**src/brc_pkg.sv**
```systemverilog
package brc_pkg;

	// Register map
	localparam logic [7:0] RAIL4_CONTROL_OFFSET = 8'h25;
	localparam logic [7:0] RAIL5_CONTROL_OFFSET = 8'h26;
	localparam logic [7:0] RAIL6_CONTROL_OFFSET = 8'h27;
	localparam int RAIL_COUNT = 3;
	localparam logic [RAIL_COUNT-1:0][7:0] RAIL_OFFSETS = {
		RAIL6_CONTROL_OFFSET, RAIL5_CONTROL_OFFSET, RAIL4_CONTROL_OFFSET};

	// Field layout of a rail control register
	localparam int SLEEP_SEL_MSB = 5;
	localparam int SLEEP_SEL_LSB = 4;
	localparam int RSVD_MSB = 3;
	localparam int RSVD_LSB = 2;
	localparam int OP_MODE_BIT = 1;
	localparam int SW_ENABLE_BIT = 0;
	localparam logic [1:0] SLEEP_SEL_OFF = 2'h0;
	localparam logic [1:0] SLEEP_SEL_ON = 2'h3;
	localparam logic [1:0] UPPER_BITS_READ = 2'h0;
	localparam logic [7:0] UNMAPPED_READ = 8'h00;

	// Factory reset contents (bits 3:2 always 11)
	localparam logic [7:0] RAIL4_RESET = 8'h0f;
	localparam logic [7:0] RAIL5_RESET = 8'h0f;
	localparam logic [7:0] RAIL6_RESET = 8'h0f;
	localparam logic [RAIL_COUNT-1:0][7:0] RAIL_RESETS = {RAIL6_RESET, RAIL5_RESET, RAIL4_RESET};

	// Factory sleep pin assignment: 0 = control_in3_sleep_a, 1 = control_in6_sleep_b
	localparam logic [RAIL_COUNT-1:0] RAIL_SLEEP_PIN_B = 3'h0;

	// Serial target address, arbitrary value
	localparam logic [6:0] I2C_DEV_ADDR = 7'h5e;
	localparam logic [2:0] LAST_BIT = 3'h7;

	typedef enum logic [5:0] {
		ST_IDLE = 6'h01,
		ST_ADDR = 6'h02,
		ST_ACK = 6'h04,
		ST_RX = 6'h08,
		ST_TX = 6'h10,
		ST_MACK = 6'h20
	} brc_state_type;

endpackage

```
**src/brc_rail_if.sv**
```systemverilog
`timescale 1ns/1ps
interface brc_rail_if;
	logic wr_stb;
	logic [7:0] wr_data;
	logic [7:0] rd_data;
	logic sleep_pin_a;
	logic sleep_pin_b;
	logic pin_request;
	logic use_sleep_code;
	logic forced_pwm;
	logic rail_on;

	modport bank (
		output wr_stb, wr_data, sleep_pin_a, sleep_pin_b, pin_request,
		input rd_data, use_sleep_code, forced_pwm, rail_on
	);
	modport rail (
		input wr_stb, wr_data, sleep_pin_a, sleep_pin_b, pin_request,
		output rd_data, use_sleep_code, forced_pwm, rail_on
	);
endinterface

```
**src/brc_rail_ctrl.sv**
```systemverilog
`timescale 1ns/1ps
// Functional notes
// - Sleep select 00 keeps normal code; 11 uses sleep code while sleep pin low.
// - Each rail's sleep pin is factory fixed: control input three or six.
// - Bit 1 picks operating mode: 0 automatic, 1 forced PWM.
// - Bit 0 cleared forces rail off regardless of control pins; 1 allows it.
// - Fifth rail control at 26h, sixth at 27h, factory reset contents.
// - Fourth rail control at 25h, factory reset contents.
module brc_rail_ctrl
	import brc_pkg::*;
(
	input wire logic core_clk,
	input wire logic rst,
	input wire logic scl_in,
	input wire logic sda_in,
	output logic sda_out,
	output logic sda_oe_n,
	input wire logic control_in3_sleep_a,
	input wire logic control_in6_sleep_b,
	input wire logic [RAIL_COUNT-1:0] rail_pin_request,
	output logic [RAIL_COUNT-1:0] rail_use_sleep_code,
	output logic [RAIL_COUNT-1:0] rail_forced_pwm,
	output logic [RAIL_COUNT-1:0] rail_enable
);
	brc_state_type state_r;
	brc_state_type state_nxt;
	logic scl_q_r;
	logic sda_q_r;
	logic [2:0] bit_cnt_r;
	logic [2:0] bit_cnt_nxt;
	logic [7:0] shift_r;
	logic [7:0] shift_nxt;
	logic byte_done_r;
	logic byte_done_nxt;
	logic [7:0] ptr_r;
	logic [7:0] ptr_nxt;
	logic first_r;
	logic first_nxt;
	logic read_r;
	logic read_nxt;
	logic [7:0] tx_r;
	logic [7:0] tx_nxt;
	logic oe_n_r;
	logic oe_n_nxt;
	logic mack_r;
	logic mack_nxt;
	logic wr_stb_r;
	logic wr_stb_nxt;
	logic [7:0] wr_addr_r;
	logic [7:0] wr_addr_nxt;
	logic [7:0] wr_data_r;
	logic [7:0] wr_data_nxt;
	logic start_seen;
	logic stop_seen;
	logic scl_rise;
	logic scl_fall;
	logic [7:0] rd_mux;
	logic [RAIL_COUNT-1:0][7:0] rd_each;

	brc_rail_if rif[RAIL_COUNT] ();

	// Bus line events
	assign start_seen = scl_in && scl_q_r && sda_q_r && !sda_in;
	assign stop_seen = scl_in && scl_q_r && !sda_q_r && sda_in;
	assign scl_rise = scl_in && !scl_q_r;
	assign scl_fall = !scl_in && scl_q_r;

	always_ff @(posedge core_clk or posedge rst) begin
		if (rst) begin
			scl_q_r <= 1'b1;
			sda_q_r <= 1'b1;
		end else begin
			scl_q_r <= scl_in;
			sda_q_r <= sda_in;
		end
	end

	genvar g;
	generate
		for (g = 0; g < RAIL_COUNT; g++) begin : g_rail
			assign rif[g].wr_stb = wr_stb_r && (wr_addr_r == RAIL_OFFSETS[g]);
			assign rif[g].wr_data = wr_data_r;
			assign rif[g].sleep_pin_a = control_in3_sleep_a;
			assign rif[g].sleep_pin_b = control_in6_sleep_b;
			assign rif[g].pin_request = rail_pin_request[g];
			assign rd_each[g] = rif[g].rd_data;
			assign rail_use_sleep_code[g] = rif[g].use_sleep_code;
			assign rail_forced_pwm[g] = rif[g].forced_pwm;
			assign rail_enable[g] = rif[g].rail_on;

			brc_rail_reg #(
				.RESET_VALUE(RAIL_RESETS[g]),
				.SLEEP_PIN_B(RAIL_SLEEP_PIN_B[g])
			) u_rail (
				.core_clk(core_clk),
				.rst(rst),
				.port(rif[g])
			);
		end
	endgenerate

	// Read data for the current pointer; unmapped offsets read zero
	always_comb begin
		rd_mux = UNMAPPED_READ;
		for (int i = 0; i < RAIL_COUNT; i++) begin
			if (ptr_r == RAIL_OFFSETS[i]) begin
				rd_mux = rd_each[i];
			end
		end
	end

	always_comb begin
		state_nxt = state_r;
		bit_cnt_nxt = bit_cnt_r;
		shift_nxt = shift_r;
		byte_done_nxt = byte_done_r;
		ptr_nxt = ptr_r;
		first_nxt = first_r;
		read_nxt = read_r;
		tx_nxt = tx_r;
		oe_n_nxt = oe_n_r;
		mack_nxt = mack_r;
		wr_stb_nxt = 1'b0;
		wr_addr_nxt = wr_addr_r;
		wr_data_nxt = wr_data_r;
		if (start_seen) begin
			state_nxt = ST_ADDR;
			bit_cnt_nxt = 3'h0;
			byte_done_nxt = 1'b0;
			oe_n_nxt = 1'b1;
		end else if (stop_seen) begin
			state_nxt = ST_IDLE;
			oe_n_nxt = 1'b1;
		end else begin
			case (state_r)
				ST_ADDR, ST_RX: begin
					if (scl_rise) begin
						shift_nxt = {shift_r[6:0], sda_in};
						bit_cnt_nxt = bit_cnt_r + 3'h1;
						if (bit_cnt_r == LAST_BIT) begin
							byte_done_nxt = 1'b1;
						end
					end else if (scl_fall && byte_done_r) begin
						byte_done_nxt = 1'b0;
						if (state_r == ST_ADDR) begin
							if (shift_r[7:1] == I2C_DEV_ADDR) begin
								state_nxt = ST_ACK;
								oe_n_nxt = 1'b0;
								read_nxt = shift_r[0];
								first_nxt = !shift_r[0];
							end else begin
								state_nxt = ST_IDLE;
							end
						end else begin
							state_nxt = ST_ACK;
							oe_n_nxt = 1'b0;
							if (first_r) begin
								ptr_nxt = shift_r;
								first_nxt = 1'b0;
							end else begin
								wr_stb_nxt = 1'b1;
								wr_addr_nxt = ptr_r;
								wr_data_nxt = shift_r;
								ptr_nxt = ptr_r + 8'h01;
							end
						end
					end
				end
				ST_ACK: begin
					if (scl_fall) begin
						bit_cnt_nxt = 3'h0;
						if (read_r) begin
							state_nxt = ST_TX;
							tx_nxt = rd_mux;
							oe_n_nxt = rd_mux[7];
							ptr_nxt = ptr_r + 8'h01;
						end else begin
							state_nxt = ST_RX;
							oe_n_nxt = 1'b1;
						end
					end
				end
				ST_TX: begin
					if (scl_fall) begin
						if (bit_cnt_r == LAST_BIT) begin
							state_nxt = ST_MACK;
							oe_n_nxt = 1'b1;
						end else begin
							tx_nxt = {tx_r[6:0], 1'b0};
							oe_n_nxt = tx_r[6];
							bit_cnt_nxt = bit_cnt_r + 3'h1;
						end
					end
				end
				ST_MACK: begin
					if (scl_rise) begin
						mack_nxt = !sda_in;
					end else if (scl_fall) begin
						if (mack_r) begin
							state_nxt = ST_TX;
							bit_cnt_nxt = 3'h0;
							tx_nxt = rd_mux;
							oe_n_nxt = rd_mux[7];
							ptr_nxt = ptr_r + 8'h01;
						end else begin
							state_nxt = ST_IDLE;
						end
					end
				end
				default: begin
					state_nxt = ST_IDLE;
					oe_n_nxt = 1'b1;
				end
			endcase
		end
	end

	always_ff @(posedge core_clk or posedge rst) begin
		if (rst) begin
			state_r <= ST_IDLE;
			bit_cnt_r <= 3'h0;
			shift_r <= 8'h00;
			byte_done_r <= 1'b0;
		end else begin
			state_r <= state_nxt;
			bit_cnt_r <= bit_cnt_nxt;
			shift_r <= shift_nxt;
			byte_done_r <= byte_done_nxt;
		end
	end

	always_ff @(posedge core_clk or posedge rst) begin
		if (rst) begin
			ptr_r <= 8'h00;
			first_r <= 1'b0;
			read_r <= 1'b0;
		end else begin
			ptr_r <= ptr_nxt;
			first_r <= first_nxt;
			read_r <= read_nxt;
		end
	end

	always_ff @(posedge core_clk or posedge rst) begin
		if (rst) begin
			tx_r <= 8'h00;
			oe_n_r <= 1'b1;
			mack_r <= 1'b0;
		end else begin
			tx_r <= tx_nxt;
			oe_n_r <= oe_n_nxt;
			mack_r <= mack_nxt;
		end
	end

	always_ff @(posedge core_clk or posedge rst) begin
		if (rst) begin
			wr_stb_r <= 1'b0;
			wr_addr_r <= 8'h00;
			wr_data_r <= 8'h00;
		end else begin
			wr_stb_r <= wr_stb_nxt;
			wr_addr_r <= wr_addr_nxt;
			wr_data_r <= wr_data_nxt;
		end
	end

	// Open drain: only ever pulls low
	assign sda_out = 1'b0;
	assign sda_oe_n = oe_n_r;
endmodule // brc_rail_ctrl

```
**src/brc_rail_reg.sv**
```systemverilog
`timescale 1ns/1ps
module brc_rail_reg
	import brc_pkg::*;
#(
	parameter logic [7:0] RESET_VALUE = RAIL4_RESET,
	parameter logic SLEEP_PIN_B = 1'b0
) (
	input wire logic core_clk,
	input wire logic rst,
	brc_rail_if.rail port
);
	logic [1:0] sleep_sel_r;
	logic [1:0] rsvd_r;
	logic op_mode_r;
	logic sw_enable_r;
	logic use_sleep_r;
	logic forced_pwm_r;
	logic rail_on_r;
	logic sleep_pin;

	always_ff @(posedge core_clk or posedge rst) begin
		if (rst) begin
			sleep_sel_r <= RESET_VALUE[SLEEP_SEL_MSB:SLEEP_SEL_LSB];
			rsvd_r <= RESET_VALUE[RSVD_MSB:RSVD_LSB];
			op_mode_r <= RESET_VALUE[OP_MODE_BIT];
			sw_enable_r <= RESET_VALUE[SW_ENABLE_BIT];
		end else if (port.wr_stb) begin
			// Bits 7:6 are dropped on write
			sleep_sel_r <= port.wr_data[SLEEP_SEL_MSB:SLEEP_SEL_LSB];
			rsvd_r <= port.wr_data[RSVD_MSB:RSVD_LSB];
			op_mode_r <= port.wr_data[OP_MODE_BIT];
			sw_enable_r <= port.wr_data[SW_ENABLE_BIT];
		end
	end

	assign port.rd_data = {UPPER_BITS_READ, sleep_sel_r, rsvd_r, op_mode_r, sw_enable_r};

	// Factory-fixed choice of governing sleep pin
	assign sleep_pin = SLEEP_PIN_B ? port.sleep_pin_b : port.sleep_pin_a;

	// Only 11 selects the sleep code; reserved 01 and 10 behave as 00
	always_ff @(posedge core_clk or posedge rst) begin
		if (rst) begin
			use_sleep_r <= 1'b0;
		end else begin
			use_sleep_r <= (sleep_sel_r == SLEEP_SEL_ON) && !sleep_pin;
		end
	end

	always_ff @(posedge core_clk or posedge rst) begin
		if (rst) begin
			forced_pwm_r <= 1'b0;
		end else begin
			forced_pwm_r <= op_mode_r;
		end
	end

	always_ff @(posedge core_clk or posedge rst) begin
		if (rst) begin
			rail_on_r <= 1'b0;
		end else begin
			rail_on_r <= sw_enable_r && port.pin_request;
		end
	end

	assign port.use_sleep_code = use_sleep_r;
	assign port.forced_pwm = forced_pwm_r;
	assign port.rail_on = rail_on_r;
endmodule // brc_rail_reg

```
**config.mk**
```make
export PLATFORM = sky130hd
export DESIGN_NAME = brc_rail_ctrl
export DESIGN_NICKNAME = d
export VERILOG_FILES = /design/src/brc_pkg.sv /design/src/brc_rail_if.sv /design/src/brc_rail_ctrl.sv /design/src/brc_rail_reg.sv
export SDC_FILE = /design/constraint.sdc
export NUM_CORES = 1
export LEC_CHECK = 0
export BUFFER_PORTS_ARGS = -buffer_cell sky130_fd_sc_hd__buf_2
export CORE_MARGIN = 8
export CORE_UTILIZATION = 55
export DETAILED_ROUTE_END_ITERATION = 6
export PLACE_DENSITY = 0.76
export SLEW_MARGIN = 5
export SYNTH_ARGS = -nofsm -noshare
export SYNTH_HDL_FRONTEND = slang
export SYNTH_SLANG_ARGS = --single-unit
```
**constraint.sdc**
```tcl
create_clock -name core_clk -period 2.2 [get_ports core_clk]
set_input_delay 0.11 -clock core_clk [delete_from_list [all_inputs] [get_ports core_clk]]
set_output_delay 0.11 -clock core_clk [all_outputs]
set_load 0.005 [all_outputs]
```
==> run metrics, run 1 <==
run status=finished clean; crit end category=flip-flop; worst-path maximum fanout=4; Vert. Die Dim=~100 um; CTS sink count=81; final WL=roughly 9000 um; synthesized area divided by synthesized cell count=11.2 um2; I/O pin count=20; worst hold path type=primary input to asynchronous set/reset pin; starting density of the core=a little under three fifths; setup violation total in the final timing report=0; share of the synthesized area in the top cell type=39.7%; die width=102 um; final hold slack=between 200 and 300 ps; Primary FF master, synth=sky130_fd_sc_hd__dfrtp_1; router iterations before antenna repair=4; Syn Std Cell Area=approximately 0.0041 mm2; Syn. warnings=0; number of antenna violations at the first check in global routing=0; register area share after synthesis=49.9%; distinct cell type count after synthesis=around 60; Layout Nets=between 400 and 500; Antenna Cells=0; post-CTS repair timing setup buffer count=0; worst endpoint data arrival time=between 2000 and 2500 ps; total of buffers placed on input and output ports=17; most area-consuming cells after synthesis=sky130_fd_sc_hd__dfrtp_1 (40%), sky130_fd_sc_hd__mux2_2 (13%), sky130_fd_sc_hd__dfstp_2 (10%); number of enable flip-flop cells after synthesis=0; wire per inst=between 15 and 20 um; wire length of the first global-routing pass=15100 um; synthesized flop and latch total=roughly 80; library cell with the largest summed area after synthesis=sky130_fd_sc_hd__dfrtp_1; count of pins over their slew limit=0; number of failing hold endpoints at the final stage=0; count of maximum capacitance violations=0; placer's final routability congestion estimate=0.926; # DRC=0; leakage power figure=between 2 and 2.5 nW; placed wire-length estimate=6320 um; number of global-route vias before repair=between 3000 and 4000; area delta synth->final=17.2%; DP Cell Count=497; area after detailed placement=between 0.004 and 0.005 mm2; ratio of cells with drive above 1 in the final layout=35.2%; total gr overflow=0; FFs w/ async S/R, synth=100%; post-layout min period=2150 ps; non-filler cells, final=520; cell at the root of the clock tree=sky130_fd_sc_hd__clkbuf_8; CTS Buf Count=9; instance count of the mapped netlist=between 300 and 400; number of H-tree levels=3; clock-pin slew on the worst setup and hold paths=around 90 ps; kind of start point of the critical path=flip-flop; Max Clock Skew=11.7 ps; core area=0.00725 mm2; post-route clock period utilization=~98%; die footprint=0.0105 mm2; overall routing resource usage=18.6%; average via count per standard cell=5.74; Skew-Pair Late Insertion Delay=around 360 ps; pwr/cell area=635 mW/mm2; TritonCTS clock tree=built; largest net degree at the start of global routing=64; row count=31; Antenna Violating Nets Remaining=0; total vias in the final route=between 2000 and 3000; normalized max-slew margin=about two thirds; detailed router's first-iteration violation count=approximately 240; Longest Clk Path Bufs=2; worst ir drop on vdd=between 500 and 600 uV; Final Cell Area=between 0.004 and 0.005 mm2; Worst Tran Pin Value=525 ps; fmax=approximately 470 MHz; Fillers=around 560; Data required, critical path=~2500 ps; total nets after synthesis=381; kind of critical path=flip-flop to flip-flop
state kept, by name (all words and copies together), names as in the netlist, 3 cells and up:
signal                             cells
rif.wr_data                            6
g_rail.u_rail.port.forced_pwm          3
ptr_r                                  8
bit_cnt_r                              3
wr_addr_r                              8
g_rail.u_rail.sw_enable_r              3
shift_r                                8
tx_r                                   7
state_r                                6
g_rail.u_rail.port.use_sleep_code      3
g_rail.u_rail.port.rail_on             3
g_rail.u_rail.sleep_sel_r              6
g_rail.u_rail.rsvd_r                   6
g_rail.u_rail.op_mode_r                3
where the power goes:
group | switching (W) | leakage [nW] | internal, W
clock | 0.000596 | 0.118 | 0.000662
sequential | 0.0000212 | 1.05 | 0.00153
combinational | 0.000135 | 1.14 | 0.000114
total | 0.000752 | 2.31 | 0.00230
kinds of logic (layout without fill, tap and decap cells):
logic type / Yosys count / count (layout) / share of synthesized area [%]
adders and majority gates: 5 / 5 / 1.53
buffers and inverters: 35 / 89 / 4.64
and+or+nand+nor: 118 / 118 / 16.9
DFF: 81 / 81 / 49.9
muxes: 52 / 52 / 14.2
other: 1 / 1 / 0.0914
AOI/OAI and AO/OA: 70 / 70 / 11.6
xor gates and xnor gates: 5 / 5 / 1.07
cell usage in the layout, fill, tap and decap left out, drive strengths merged, types with 3 or more instances in the layout:
| cell | synthesis | layout |
|---|---|---|
| a21oi | 15 | 15 |
| a22o | 6 | 6 |
| a31oi | 7 | 7 |
| and2 | 7 | 7 |
| and3 | 4 | 4 |
| and3b | 5 | 5 |
| buf | 18 | 56 |
| clkbuf | 7 | 9 |
| clkinv | 0 | 3 |
| dfrtp | 65 | 65 |
| dfstp | 16 | 16 |
| dlygate4sd3 | 0 | 7 |
| ha | 5 | 5 |
| inv | 10 | 12 |
| mux2 | 48 | 48 |
| mux2i | 4 | 4 |
| nand2 | 34 | 34 |
| nand3 | 8 | 8 |
| nand3b | 4 | 4 |
| nand4 | 4 | 4 |
| nor2 | 18 | 18 |
| nor2b | 3 | 3 |
| nor3 | 9 | 9 |
| nor4 | 8 | 8 |
| o21ai | 19 | 19 |
| o2bb2ai | 3 | 3 |
| or4 | 3 | 3 |
| xor2 | 4 | 4 |
per-stage QoR:
| step | util (%) | power (W) | TNS [ps] | setup slack (ps) |
|---|---|---|---|---|
| after floorplan | - | 0.00172 | 0 | 36.4 |
| after global placement | 61.7 | 0.00180 | 0 | 104 |
| after detailed placement | 61.7 | 0.00181 | 0 | 48.6 |
| after CTS | 65.9 | 0.00310 | 0 | 15.2 |
| after global routing | 66.3 | 0.00320 | -29.3 | -10.8 |
| final | 66.3 | 0.00305 | 0 | 50.5 |
synth_stat cells, types with 2 or more instances:
library cell,number
sky130_fd_sc_hd__o21bai_1,2
sky130_fd_sc_hd__and3_1,4
sky130_fd_sc_hd__o211ai_1,2
sky130_fd_sc_hd__and2_1,7
sky130_fd_sc_hd__a31oi_1,7
sky130_fd_sc_hd__a21oi_1,15
sky130_fd_sc_hd__dfstp_2,16
sky130_fd_sc_hd__nand3_1,8
sky130_fd_sc_hd__dfrtp_1,65
sky130_fd_sc_hd__nand4_1,4
sky130_fd_sc_hd__inv_1,10
sky130_fd_sc_hd__nor3_1,8
sky130_fd_sc_hd__a22o_1,6
sky130_fd_sc_hd__and3b_1,5
sky130_fd_sc_hd__xor2_1,4
sky130_fd_sc_hd__nand3b_1,4
sky130_fd_sc_hd__o21ai_0,18
sky130_fd_sc_hd__mux2_2,47
sky130_fd_sc_hd__a21o_1,2
sky130_fd_sc_hd__buf_4,12
sky130_fd_sc_hd__nor2b_1,3
sky130_fd_sc_hd__o2bb2ai_1,3
sky130_fd_sc_hd__nand2_1,34
sky130_fd_sc_hd__a2bb2oi_1,2
sky130_fd_sc_hd__mux2i_1,4
sky130_fd_sc_hd__nor4_2,3
sky130_fd_sc_hd__ha_1,5
sky130_fd_sc_hd__nor2_1,18
sky130_fd_sc_hd__nor4bb_1,2
sky130_fd_sc_hd__and4_1,2
sky130_fd_sc_hd__nor4_1,4
sky130_fd_sc_hd__or4_1,3
sky130_fd_sc_hd__a221o_1,2
sky130_fd_sc_hd__buf_2,5
sky130_fd_sc_hd__clkbuf_1,7
final cells by class:
class / count / area (um2) / area share, %
Sequential cell: 81 / 2050 / 42.6
Multi-Input combinational cell: 251 / 1890 / 39.3
Clock inverter: 7 / 111 / 2.32
Clock buffer: 9 / 124 / 2.58
Inverter: 10 / 38.8 / 0.807
Timing Repair Buffer: 63 / 473 / 9.84
Tap cell: 99 / 124 / 2.58
layer usage:
| layer | global-route usage [%] | wire length [um] |
|---|---|---|
| met1 | 22.6 | 3950 |
| met2 | 31.0 | 4480 |
| met3 | 4.63 | 383 |
| met4 | 6.88 | 197 |
| met5 | 0 | 0 |
worst max-delay path, stage by stage (launching register included):
cell,delay (ps)
sky130_fd_sc_hd__dfrtp_1,420
sky130_fd_sc_hd__or4b_4,570
sky130_fd_sc_hd__o21ai_4,170
sky130_fd_sc_hd__nor3_2,80
sky130_fd_sc_hd__buf_4,150
sky130_fd_sc_hd__o311a_1,360
sky130_fd_sc_hd__mux2_4,300
path summary, 6_finish.rpt:
kind                                             from                          endpoint  cells past startpoint  slack, ps
max in group asynchronous                         rst        g_rail[0].u_rail.rsvd_r[0]                      4       1280
min in group core_clk      g_rail[2].u_rail.op_mode_r  g_rail[2].u_rail.port.forced_pwm                      0        410
max reg2reg                                state_r[2]                      bit_cnt_r[0]                      6         50
max                                        state_r[2]                      bit_cnt_r[0]                      6         50
min                                               rst                           tx_r[3]                      3        260
min reg2reg                g_rail[2].u_rail.op_mode_r  g_rail[2].u_rail.port.forced_pwm                      0        410
repair_timing:
item / CTS / global route
hold buffers: 7 / 0
setup endpoints to repair: 0 / 20
resized for setup: 0 / 4
endpoints found under the hold margin: 26 / 0
No activity file was read; power rests on OpenSTA's default activity.
==> inputs of run 2 (changes only) <==
Settings changed: CORE_UTILIZATION 55 to 56, SYNTH_HIERARCHICAL set to 1.
==> run metrics, run 2 <==
run status=finished with violations; failing checks=setup timing; detailed router's first-iteration violation count=170; critical hold path startpoint=sda_in; ratio of cells with drive above 1 in the final layout=42.2%; row count=32; fmax=roughly 450 MHz; TritonCTS clock tree=built; total gr overflow=0; worst ir drop on vdd=490 uV; worst-path maximum fanout=4; CTS Buf Count=9; post-layout min period=about 2200 ps; core area=0.00765 mm2; post-route clock period utilization=101%; placed wire-length estimate=7020 um; Sequential Power Share=between 50 and 60%; overall routing resource usage=between 10% and 20%; Worst Tran Pin Value=roughly 630 ps; Crit path max-delay family=simple AND/OR/NAND/NOR gates; worst hold path type=primary input to flip-flop; net load switching power=between 0.0008 and 0.0009 W; total vias in the final route=3127; highest-count cells in the layout ignoring fill and taps=sky130_fd_sc_hd__dfrtp_1 (63), sky130_fd_sc_hd__buf_4 (48), sky130_fd_sc_hd__nand2_1 (31); number of antenna violations at the first check in global routing=0; critical path buffer and inverter count=3; biggest regs=ptr_r (8), shift_r (8), wr_addr_r (8); cell chain of the critical path=buf_6, nor4_4, buf_4, nor3b_4, buf_4, nor4_4, nor3_2, o21ai_2, mux2_4; most common cell after layout, fill and taps aside=sky130_fd_sc_hd__dfrtp_1; worst endpoint data arrival time=approximately 2500 ps; clock-pin slew on the worst setup and hold paths=90 ps; setup violation total in the final timing report=1; I/O pin count=20; switching power as a share of total power=about 28%; wire per inst=around 18 um; total of buffers placed on input and output ports=17; die footprint=around 0.011 mm2; number of failing hold endpoints at the final stage=0; Max Clock Skew=roughly 13 ps; final WL=9830 um; DP Cell Count=519; Longest Clk Path Bufs=2; count of maximum capacitance violations=0; total power=between 0.002 and 0.003 W; Antenna Cells=0; unrepaired setup endpoints after global routing=true; placer's final routability congestion estimate=approximately 0.9; number of cells on the worst hold path=2; pwr/cell area=~570 mW/mm2; die width=between 100 and 150 um; Antenna Violating Nets Remaining=0; synthesized area divided by synthesized cell count=approximately 11 um2; largest net degree at the start of global routing=30; average via count per standard cell=approximately 5.7; Vert. Die Dim=between 100 and 150 um; Skew-Pair Late Insertion Delay=between 300 and 400 ps; slowest CP cell=sky130_fd_sc_hd__dfstp_2; Fillers=roughly 560; Layout Nets=about 460; router iterations before antenna repair=5; leakage power figure=~2.4 nW; area delta synth->final=17.5%; non-filler cells, final=550; count of pins over their slew limit=0; flop-to-flop setup slack=-20 ps; reg2reg path depth=9; internal power consumption=between 0.002 and 0.0025 W; Syn Std Cell Area=around 0.0044 mm2; Syn. warnings=6; Data required, critical path=between 2000 and 2500 ps; number of global-route vias before repair=between 3000 and 4000; power share of the combinational group=11.8%; normalized max-slew margin=between 50% and 60%; instance count of the mapped netlist=slightly below 400; Worst Hold Path EP=sda_q_r; cell at the root of the clock tree=sky130_fd_sc_hd__clkbuf_8; reg-to-reg startpoint=state_r[0]; kind of critical path=flip-flop to flip-flop; starting density of the core=a little under three fifths; wire length of the first global-routing pass=roughly 16000 um; worst r2r dst=bit_cnt_r[0]; CTS sink count=81; Clk network pwr share=approximately a third; final worst setup slack=-21.1 ps; kind of start point of the critical path=flip-flop; Max stage delay on crit path=390 ps; # DRC=0; crit end category=flip-flop; number of H-tree levels=3
run 2: power by group through the flow:
stage	registers, W	clock network (W)	logic [W]
final	0.00157	0.00101	0.000344
after detailed placement	0.00160	0	0.000317
after floorplan	0.00159	0	0.000225
after global placement	0.00159	0	0.000304
after global routing	0.00157	0.00111	0.000384
after CTS	0.00157	0.00104	0.000327
run 2: cell type report:
class                           count  area, um2  area share (%)
Clock inverter                      6       47.5           0.926
Tap cell                          102        128            2.49
Inverter                           12       45.0           0.877
Multi-Input combinational cell    262       2120            41.3
Timing Repair Buffer               77        606            11.8
Sequential cell                    81       2050            39.9
Clock buffer                       10        138            2.68
run 2: what timing repair did:
action | in CTS | in global routing
buffers inserted | 0 | 10
resized for setup | 8 | 24
hold buffers | 5 | 0
pin swaps | 2 | 14
gates cloned | 0 | 1
endpoints found under the setup margin | 19 | 37
endpoints found under the hold margin | 53 | 0
run 2: worst max-delay path by stage:
| stage | start | to | slack (ps) | cells after the start |
|---|---|---|---|---|
| global placement | state_r[0] | ptr_r[0] | -60 | 7 |
| finish | state_r[0] | bit_cnt_r[0] | -20 | 9 |
| floorplan | state_r[5] | rif[0].wr_data[0] | -50 | 8 |
| detailed placement | state_r[0] | ptr_r[0] | -220 | 7 |
| global route | state_r[0] | bit_cnt_r[0] | -80 | 9 |
| CTS | state_r[2] | ptr_r[4] | 3 | 9 |
run 2: per-layer routing:
metal | vias up | track usage, % | share of wire, %
met5 | - | 0 | 0
met4 | 0 | 5.17 | 1.7
met3 | 14 | 5.51 | 4.5
met2 | 69 | 27.7 | 48
met1 | 1566 | 24.2 | 46
li1 | 1478 | - | -
run 2: stage by stage:
| step | util, % | setup slack, ps | setup TNS (ps) | hold slack, ps | area, um2 |
|---|---|---|---|---|---|
| floorplan | - | -48.2 | -386 | -64.9 | 4390 |
| global placement | 60.9 | -62.1 | -319 | 108 | 4660 |
| detailed placement | 60.9 | -219 | -1500 | 117 | 4660 |
| CTS | 64.5 | 2.64 | 0 | 17.8 | 4930 |
| global route | 67.1 | -79.7 | -513 | 16.7 | 5130 |
| finish | 67.1 | -21.1 | -21.1 | 36.8 | 5130 |
